[src/cp_ctl_pkg.sv]
// Package: register map, field positions and types for content-protect control
package cp_ctl_pkg;
  localparam logic [7:0] CP_CONTROL_IDX = 8'hc3;
  localparam logic [11:0] CP_CONTROL_ADDR = {2'b00, CP_CONTROL_IDX, 2'b00};
  localparam logic [11:0] CP_CONFIG_ADDR = 12'h400;
  localparam logic [11:0] CP_STATUS_ADDR = 12'h404;
  localparam logic [7:0] CP_CONTROL_RESET = 8'h00;
  localparam int BIT_ENGINE_RST = 7;
  localparam int BIT_RSVD = 6;
  localparam int BIT_LIST_OK = 5;
  localparam int BIT_KEY_OK = 4;
  localparam int BIT_ENC_OFF = 3;
  localparam int BIT_ENC_REQ = 2;
  localparam int BIT_AUTH_DIS = 1;
  localparam int BIT_AUTH_EN = 0;
  localparam logic [1:0] MODE_AUTHED = 2'h0;
  localparam logic [1:0] MODE_REG = 2'h1;
  localparam logic [1:0] MODE_ALWAYS = 2'h2;
  localparam logic [1:0] MODE_INBAND = 2'h3;
  localparam logic [1:0] MODE_RESET = 2'h0;

  typedef enum logic [1:0] {
    VID_PLAIN = 2'b00,
    VID_ENCRYPTED = 2'b01,
    VID_BLUE = 2'b10
  } video_sel_t;

  // Requests toward the authentication engine, one-cycle pulses
  typedef struct packed {
    logic engine_reset;
    logic auth_start;
    logic auth_restart;
    logic auth_stop;
    logic key_approved;
    logic list_approved;
  } auth_cmd_t;

  // Status coming back from the authentication engine
  typedef struct packed {
    logic authenticated;
    logic receiver_key_ready;
    logic repeater_list_ready;
    logic repeater_mode;
    logic inband_encrypt;
  } auth_sts_t;
endpackage

[src/cp_control_register.sv]
// Content-protection transmitter control register bank on APB
`timescale 1ns/1ps
module cp_control_register
  import cp_ctl_pkg::*;
(
  // Clock and reset
  input wire logic pclk,
  input wire logic presetn,
  // APB slave
  input wire logic psel,
  input wire logic penable,
  input wire logic pwrite,
  input wire logic [11:0] paddr,
  input wire logic [31:0] pwdata,
  input wire logic [3:0] pstrb,
  output logic [31:0] prdata,
  output logic pready,
  output logic pslverr,
  // Authentication engine
  input wire auth_sts_t auth_sts,
  output auth_cmd_t auth_cmd,
  // Video datapath
  output video_sel_t video_sel
);
  logic wr_en;
  logic rd_en;
  logic hit_ctl;
  logic hit_cfg;
  logic hit_sts;
  logic wr_ctl;
  logic [7:0] wb;
  logic key_rdy_d_r;
  logic key_rdy_rise;

  logic auth_en_r, auth_en_nxt;
  logic enc_req_r, enc_req_nxt;
  logic key_ok_r, key_ok_nxt;
  logic list_ok_r, list_ok_nxt;
  logic enc_off_r, enc_off_nxt;
  logic rst_r, rst_nxt;
  logic dis_r, dis_nxt;
  logic [1:0] mode_r, mode_nxt;
  auth_cmd_t cmd_r, cmd_nxt;
  video_sel_t vsel_r, vsel_nxt;
  logic [31:0] rdata_r, rdata_nxt;
  logic ready_r, ready_nxt;
  logic err_r, err_nxt;
  logic enc_req_rd;

  assign wr_en = psel & penable & pwrite & ~ready_r;
  assign rd_en = psel & penable & ~pwrite & ~ready_r;
  assign hit_ctl = (paddr == CP_CONTROL_ADDR);
  assign hit_cfg = (paddr == CP_CONFIG_ADDR);
  assign hit_sts = (paddr == CP_STATUS_ADDR);
  assign wr_ctl = wr_en & hit_ctl & pstrb[0];
  assign wb = pwdata[7:0];
  assign key_rdy_rise = auth_sts.receiver_key_ready & ~key_rdy_d_r;
  assign enc_req_rd = (mode_r == MODE_ALWAYS) ? 1'b1 : enc_req_r;

  // Control bits and engine commands
  always_comb begin
    auth_en_nxt = auth_en_r;
    enc_req_nxt = enc_req_r;
    key_ok_nxt = key_ok_r;
    list_ok_nxt = 1'b0;
    enc_off_nxt = 1'b0;
    rst_nxt = 1'b0;
    dis_nxt = 1'b0;
    mode_nxt = mode_r;
    cmd_nxt = '0;
    if (wr_en && hit_cfg && pstrb[0]) begin
      mode_nxt = pwdata[1:0];
    end
    if (wr_ctl) begin
      if (mode_r != MODE_ALWAYS) begin
        enc_req_nxt = wb[BIT_ENC_REQ];
      end
      if (wb[BIT_KEY_OK]) begin
        key_ok_nxt = 1'b1;
        cmd_nxt.key_approved = 1'b1;
      end
      if (wb[BIT_LIST_OK]) begin
        list_ok_nxt = 1'b1;
        cmd_nxt.list_approved = 1'b1;
      end
      enc_off_nxt = wb[BIT_ENC_OFF];
      if (wb[BIT_ENC_OFF]) begin
        enc_req_nxt = 1'b0;
      end
      rst_nxt = wb[BIT_ENGINE_RST];
      dis_nxt = wb[BIT_AUTH_DIS];
      if (wb[BIT_ENGINE_RST]) begin
        auth_en_nxt = 1'b0;
        cmd_nxt.engine_reset = 1'b1;
      end else if (wb[BIT_AUTH_DIS]) begin
        auth_en_nxt = 1'b0;
        cmd_nxt.auth_stop = 1'b1;
      end else if (wb[BIT_AUTH_EN]) begin
        auth_en_nxt = 1'b1;
        cmd_nxt.auth_start = ~auth_en_r;
        cmd_nxt.auth_restart = auth_en_r;
      end
    end
    if (key_rdy_rise) begin
      key_ok_nxt = 1'b0;
    end
  end

  // Video selection
  cp_video_sel u_sel (
    .enc_req(enc_req_rd),
    .enc_off(enc_off_r),
    .enc_mode(mode_r),
    .inband_encrypt(auth_sts.inband_encrypt),
    .authenticated(auth_sts.authenticated),
    .sel(vsel_nxt)
  );

  // APB answer, one wait state
  always_comb begin
    ready_nxt = (psel & penable & ~ready_r);
    err_nxt = 1'b0;
    rdata_nxt = 32'h0000_0000;
    if ((wr_en || rd_en) && !(hit_ctl || hit_cfg || hit_sts)) begin
      err_nxt = 1'b1;
    end
    if (rd_en && hit_ctl) begin
      rdata_nxt[BIT_ENGINE_RST] = rst_r;
      rdata_nxt[BIT_LIST_OK] = list_ok_r;
      rdata_nxt[BIT_KEY_OK] = key_ok_r;
      rdata_nxt[BIT_ENC_OFF] = enc_off_r;
      rdata_nxt[BIT_ENC_REQ] = enc_req_rd;
      rdata_nxt[BIT_AUTH_DIS] = dis_r;
      rdata_nxt[BIT_AUTH_EN] = auth_en_r;
    end else if (rd_en && hit_cfg) begin
      rdata_nxt[1:0] = mode_r;
    end else if (rd_en && hit_sts) begin
      rdata_nxt[4:0] = auth_sts;
    end
  end

  always_ff @(posedge pclk or negedge presetn) begin
    if (!presetn) begin
      auth_en_r <= CP_CONTROL_RESET[BIT_AUTH_EN];
      enc_req_r <= CP_CONTROL_RESET[BIT_ENC_REQ];
      key_ok_r <= CP_CONTROL_RESET[BIT_KEY_OK];
      list_ok_r <= 1'b0;
      enc_off_r <= 1'b0;
      rst_r <= 1'b0;
      dis_r <= 1'b0;
      mode_r <= MODE_RESET;
      cmd_r <= '0;
      vsel_r <= VID_PLAIN;
      rdata_r <= 32'h0000_0000;
      ready_r <= 1'b0;
      err_r <= 1'b0;
      key_rdy_d_r <= 1'b0;
    end else begin
      auth_en_r <= auth_en_nxt;
      enc_req_r <= enc_req_nxt;
      key_ok_r <= key_ok_nxt;
      list_ok_r <= list_ok_nxt;
      enc_off_r <= enc_off_nxt;
      rst_r <= rst_nxt;
      dis_r <= dis_nxt;
      mode_r <= mode_nxt;
      cmd_r <= cmd_nxt;
      vsel_r <= vsel_nxt;
      rdata_r <= rdata_nxt;
      ready_r <= ready_nxt;
      err_r <= err_nxt;
      key_rdy_d_r <= auth_sts.receiver_key_ready;
    end
  end

  assign prdata = rdata_r;
  assign pready = ready_r;
  assign pslverr = err_r;
  assign auth_cmd = cmd_r;
  assign video_sel = vsel_r;
endmodule

[src/cp_video_sel.sv]
// Video path selection from encryption request, mode and authentication
`timescale 1ns/1ps
module cp_video_sel
  import cp_ctl_pkg::*;
(
  // Controls
  input wire logic enc_req,
  input wire logic enc_off,
  input wire logic [1:0] enc_mode,
  input wire logic inband_encrypt,
  input wire logic authenticated,
  // Selection
  output video_sel_t sel
);
  logic want;

  always_comb begin
    case (enc_mode)
      MODE_ALWAYS: want = 1'b1;
      MODE_INBAND: want = enc_req & inband_encrypt;
      MODE_AUTHED: want = enc_req;
      default: want = enc_req;
    endcase
    if (!want || enc_off) begin
      sel = VID_PLAIN;
    end else if (authenticated) begin
      sel = VID_ENCRYPTED;
    end else begin
      sel = VID_BLUE;
    end
  end
endmodule

[config.mk]
export PLATFORM = sky130hd
export DESIGN_NAME = cp_control_register
export DESIGN_NICKNAME = d
export VERILOG_FILES = /design/src/cp_ctl_pkg.sv /design/src/cp_control_register.sv /design/src/cp_video_sel.sv
export SDC_FILE = /design/constraint.sdc
export NUM_CORES = 1
export LEC_CHECK = 0
export ABC_AREA = 1
export BUFFER_PORTS_ARGS = -buffer_cell sky130_fd_sc_hd__buf_2
export CORE_ASPECT_RATIO = 0.5
export CORE_MARGIN = 10
export CORE_UTILIZATION = 25
export CTS_CLUSTER_DIAMETER = 150
export DETAILED_ROUTE_END_ITERATION = 10
export PLACE_DENSITY = 0.57
export SYNTH_ARGS = -nofsm -noshare
export SYNTH_HDL_FRONTEND = slang
export SYNTH_HIERARCHICAL = 1
export SYNTH_SLANG_ARGS = --single-unit
[constraint.sdc]
create_clock -name pclk -period 1.6 [get_ports pclk]
set_input_delay 0.24 -clock pclk [delete_from_list [all_inputs] [get_ports pclk]]
set_output_delay 0.24 -clock pclk [all_outputs]
set_load 0.1 [all_outputs]
==> metrics.cfg, run 1 <==
[placement]
gp_congestion = 0.7785
place_ws_ns = 0.2324
portBuffers = 46
dp_hpwl_um = 2847

[hold_path]
hold-path-endpoint = key_rdy_d_r
hold_path_depth = 1
worstHoldPathType = in -> reg
hp-start = auth_sts[3]

[global_route]
grt_pass1_vias = 1269
antenna_found_initial = 0
grt_max_degree = 26
grt_pass1_wl_um = 5278
grt_usage_pct = 6.677
gr-total-overflow = 0

[synthesis]
syn-instance-count = 177
ys_seq_area_share_pct = 43.67
avgSynthCellArea_um2 = 8.094
ys_types = 22
synth_area_um2 = 1433
yosys_warnings = 6
ys_seq_elements = 25

[route]
vias = 1138
first_iter_violations = 49
viasPerCell = 3.819
drc_errors = 0
wl_um = 3282
first_pass_iters = 4
ant_nets = 0
wl_per_cell_um = 11.01

[die]
coreArea_um2 = 5515
row_count = 19
dieArea_um2 = 9342
dieWidth_um = 127.1
chipHeight_um = 73.53
num_io_pins = 100
start_util_pct = 25.98

[sta]
fin_crit_sh_pct = 84.76
clock_skew_ns = 0.002576
fmax_mhz = 737.4
slew_viol_final = 0
tns_ns = 0
finalSetupViolations = 0
final_period_minus_worst_setup_slack_ns = 1.356
slew_headroom_pct = 64.50
worstMarginPinSlew_ns = 0.5325
rsz0062_at_grt = no
fin_ws_ns = 0.2439
hold_violations = 0

[clocking]
clock_path_buffers = 2
cts.sinks = 25
path_clk_slew_ns = 0.06
cts_inserted_buffers = 3
postCtsResizedCells = 0
clkLatencyLatePin_ns = 0.25
htreeDepth = 1
cts_tree = done
cts_setup_buffers = 0
cts-root-buf = clkbuf_16

[worst_setup_path]
critPathArrivalTime_ns = 1.49
crit_path_max_fanout = 6
start_kind = flip-flop
r2r_slack_ns = 0.24
worstPathRequired_ns = 1.73
critPathCaptureType = flip-flop
rr_endpoint = auth_en_r
cp_slowest_stage_delay_ns = 0.41
crit_path_cell_trace = inv_1, nand3_2, nor3_4, nand3_1, nor2_1, a21oi_1
timing.rr.start = pready
cpMaxStageDelayCell = dfrtp_2
ff2ff_path_depth = 6
worstSetupPathType = reg -> reg

[cells_and_area]
regArea_um2 = 626.9
n_fill_cell = 572
nNetsFinal = 284
final_common_cell = buf_2
antenna_cells = 0
layout-drive-gt1-share_pct = 28.00
area_growth_pct = 20.96
multiInputGateArea_um2 = 574.3
final_core_util_pct = 31.42
layout_common_cells = buf_2, nand2_1, inv_1

[pwr]
vdd_drop_max_mv = 0.4839
pwr-share-comb_pct = 24.8
p_int_mw = 1.016
clockPowerShare_pct = 34.3
power_frac_seq_pct = 41.0
p_sw_share_pct = 34.86
p_leak_nw = 1.028
p_switching_uw = 543.4
total_power_mw = 1.559
powerDensity_nw_per_um2 = 899.6

[job]
maxCapViolations = 0

[run_status]
outcome = complete, no violations

-- cells by family (layout without fill, tap and decap cells) --
family	after synthesis	after routing	synth area share (%)
AND/OR/NAND/NOR	86	86	31.18
flip-flops	25	25	43.67
buffers and inverters	59	83	22.53
other	1	25	0.2618
AO/OA/AOI/OAI	6	6	2.358
-- worst max-delay path by stage --
| stage | startpoint | end | slack (ns) |
|---|---|---|---|
| after floorplan | pready | prdata[1] | 0.08 |
| after global placement | pready | auth_en_r | 0.25 |
| after detailed placement | pready | auth_en_r | 0.23 |
| after CTS | pready | auth_en_r | 0.21 |
| after global routing | pready | auth_en_r | 0.12 |
| final | pready | auth_en_r | 0.24 |
-- cell usage after synthesis (all sizes together) --
cell | instances | area [µm²]
nand2 | 35 | 133.9
o21ai | 2 | 10.01
nand3 | 9 | 75.07
nor2 | 31 | 155.2
a22o | 1 | 8.760
nand4 | 6 | 37.54
or2 | 1 | 6.260
nor3 | 3 | 31.28
buf | 27 | 202.7
conb | 1 | 3.750
dfrtp | 25 | 625.6
nand3b | 1 | 7.510
a21oi | 3 | 15.01
inv | 32 | 120.1
-- worst max-delay path, delay by kind of cell, from the launching register on --
kind	cells	cell delay [ns]
and+or+nand+nor	4	0.70
DFF	1	0.41
buffers and inverters	1	0.07
AOI/OAI and AO/OA	1	0.05
-- state kept, by name (all words and copies together) (netlist names) --
signal and count:
auth_cmd 6, auth_en_r 1, dis_r 1, enc_off_r 1, enc_req_r 1, key_ok_r 1
key_rdy_d_r 1, mode_r 2, prdata 7, pready 1, pslverr 1, video_sel 2
-- stage by stage --
step / hold slack (ns) / instances / area [µm²]
2_1_floorplan: -0.05559 / 201 / 1524
3_3_place_gp: 0.2515 / 293 / 1643
3_5_place_dp: 0.2547 / 293 / 1643
4_1_cts: 0.1178 / 298 / 1733
5_1_grt: 0.1220 / 298 / 1733
6_report: 0.1208 / 298 / 1733
-- per-layer routing --
metal	GRT usage (%)	wire length [µm]	part of all wire (%)	vias up
li1	-	-	-	575
met1	6.716	1394	42	522
met2	13.61	1723	52	35
met3	1.436	106	3.2	6
met4	2.008	58	1.8	0
met5	0	0	0	-
-- power groups by stage --
stage | Clock [mW] | Sequential (mW) | Combinational, mW
2_1_floorplan | 0 | 0.670 | 0.341
3_3_place_gp | 0 | 0.650 | 0.380
3_5_place_dp | 0 | 0.650 | 0.383
4_1_cts | 0.553 | 0.638 | 0.385
5_1_grt | 0.576 | 0.638 | 0.404
6_report | 0.534 | 0.638 | 0.386
-- layout make-up --
| cell class | instances | area share, % |
|---|---|---|
| Clock buffer | 3 | 4.332 |
| Clock inverter | 1 | 0.2888 |
| Inverter | 32 | 6.931 |
| Multi-Input combinational cell | 117 | 33.14 |
| Sequential cell | 25 | 36.17 |
| Tap cell | 73 | 5.271 |
| Timing Repair Buffer | 47 | 13.86 |
-- what timing repair did --
| action | in CTS | in global routing |
|---|---|---|
| endpoints found under the setup margin | 0 | 0 |
| endpoints found under the hold margin | 25 | 0 |
| hold buffers | 1 | 0 |
No activity file was read; power rests on OpenSTA's default activity.
==> run 2, diff against run 1 <==
- PLACE_DENSITY: 0.57 -> 0.59
- clock period: 1.6 -> 1.15 ns (I/O delays scaled with it)
==> metrics.cfg, run 2 (same netlist as run 1, synthesis figures left out) <==
[run_status]
outcome = finished with violations
violations = setup timing

[cells_and_area]
layout_common_cells = nand2_1, buf_2, inv_1
nNetsFinal = 298  ; +4.9%
multiInputGateArea_um2 = 639.4  ; +11%
regArea_um2 = 629.4  ; +0.40%
layout-drive-gt1-share_pct = 37.66  ; +9.7 points
n_fill_cell = 552  ; -3.5%
area_growth_pct = 52.66
largest_register_ffs = 7  ; unchanged
final_common_cell = nand2_1
post-route-cell-area_um2 = 2187  ; +26%
antenna_cells = 0  ; unchanged

[route]
wl_um = 3686  ; +12%
viasPerCell = 3.878  ; +1.6%
wl_per_cell_um = 11.81  ; +7.3%
first_iter_violations = 57  ; +16%
ant_nets = 0  ; unchanged
drc_errors = 0  ; unchanged
first_pass_iters = 4  ; unchanged
vias = 1210  ; +6.3%

[placement]
post_dp_cell_area_um2 = 2008  ; +22%
gp_congestion = 0.7880  ; +1.2%
dp_hpwl_um = 3046  ; +7.0%
portBuffers = 46  ; unchanged
place_ws_ns = -0.2012  ; -0.4336 ns

[worst_setup_path]
crit_path_max_fanout = 4  ; -2
critPathCaptureType = flip-flop
worstSetupPathType = reg -> reg
critPathArrivalTime_ns = 1.56  ; +0.07 ns
worstPathRequired_ns = 1.34  ; -0.39 ns
start_kind = flip-flop

[global_route]
antenna_found_initial = 0  ; unchanged
grt_usage_pct = 7.398  ; +0.72 points
grt.busiest_layer = met2
grt_util_met1_pct = 8.172  ; +1.5 points
met3_usage_pct = 1.795  ; +0.36 points
grt_pass1_vias = 1262  ; -0.55%
grt_max_degree = 16  ; -38%
grt_use_met2_pct = 14.24  ; +0.63 points
grt_pass1_wl_um = 5789  ; +9.7%
gr-total-overflow = 0  ; unchanged

[pwr]
p_leak_nw = 1.153  ; +12%
vdd_drop_max_mv = 0.5903  ; +22%
powerDensity_nw_per_um2 = 1020  ; +13%

[clocking]
cts_inserted_buffers = 3  ; unchanged
cts-root-buf = clkbuf_16
path_clk_slew_ns = 0.06  ; about the same
htreeDepth = 1  ; unchanged
clkLatencyLatePin_ns = 0.25  ; about the same
clock_path_buffers = 2  ; unchanged
cts_tree = done
cts.sinks = 25  ; unchanged

[die]
coreArea_um2 = 5515  ; unchanged
row_count = 19  ; unchanged
start_util_pct = 25.98  ; unchanged
chipHeight_um = 73.53  ; unchanged
dieArea_um2 = 9342  ; unchanged
num_io_pins = 100  ; unchanged
dieWidth_um = 127.1  ; unchanged

[sta]
finalSetupViolations = 22  ; +22
rsz0062_at_grt = yes
clock_skew_ns = 0.002329  ; -0.0002466 ns
slew_viol_final = 0  ; unchanged
fin_ws_ns = -0.2286  ; -0.4725 ns
final_period_minus_worst_setup_slack_ns = 1.379  ; +0.02249 ns
hold_ws_ns = 0.05775  ; -0.06303 ns
hold_violations = 0  ; unchanged
fin_crit_sh_pct = 119.9  ; +35 points
fmax_mhz = 725.4  ; -1.6%

[job]
maxCapViolations = 0  ; unchanged

[hold_path]
worstHoldPathType = in -> reg

-- run 2: changes by cell type in the layout (fill, tap and decap cells not counted), moves of 3 or more --
cell | previous run | this run
buf_12 | 0 | 18
buf_2 | 46 | 29
buf_4 | 0 | 9
buf_6 | 0 | 4
inv_1 | 30 | 27
inv_2 | 2 | 5
nand3_1 | 6 | 2
nor2_1 | 27 | 22
nor2_2 | 0 | 3
-- run 2: path summary, 6_finish.rpt --
kind,from,end,slack (ns),cells past startpoint
min reg2reg,enc_req_r,enc_req_r,0.48,2
min,auth_sts[3],key_rdy_d_r,0.06,1
min in group asynchronous,presetn,prdata[4],0.34,2
max,pready,key_ok_r,-0.23,5
max reg2reg,pready,key_ok_r,-0.23,5
max in group asynchronous,presetn,auth_cmd[0],0.44,3
-- run 2: what timing repair did --
item | in CTS | in global routing
pin swaps | 9 | 9
endpoints found under the hold margin | 10 | 0
setup endpoints to repair | 21 | 22
hold buffers | 1 | 0
setup buffers | 2 | 4
resized for setup | 14 | 7
-- run 2: per-layer routing --
metal	vias up	share of wire, %	wire length (µm)
li1	609	-	-
met1	552	40	1477
met2	45	54	1993
met3	4	5.0	184
met4	0	0.81	30
met5	-	0	0
-- run 2: stage by stage --
| step | std cells | TNS, ns | utilization [%] | power, mW |
|---|---|---|---|---|
| floorplan | 201 | -3.497 | - | 1.412 |
| detailed placement | 303 | -2.007 | 36.41 | 1.474 |
| CTS | 310 | -2.226 | 39.04 | 2.239 |
| finish | 312 | -2.761 | 39.66 | 2.232 |
| global route | 312 | -4.302 | 39.66 | 2.313 |
| global placement | 303 | -1.680 | 36.41 | 1.467 |
-- run 2: power breakdown --
part / internal, mW / switching, mW / total [mW]
registers: 0.886 / 0.00361 / 0.890
clock network: 0.473 / 0.279 / 0.751
logic: 0.0969 / 0.493 / 0.590
total: 1.46 / 0.776 / 2.23
-- run 2: area by class of cell --
type / count / area share (%)
clock buffer: 4 / 3.604
tap: 73 / 4.176
sequential: 25 / 28.78
inverter: 32 / 5.492
multi-input combinational: 117 / 29.23
timing repair buffer: 61 / 28.72
-- run 2: critical path, stage by stage (launching register included) --
cell     delay (ns)
dfrtp_4        0.48
inv_2          0.07
nand3_4        0.09
nor3_4         0.25
nand4_1        0.24
a21oi_2        0.17
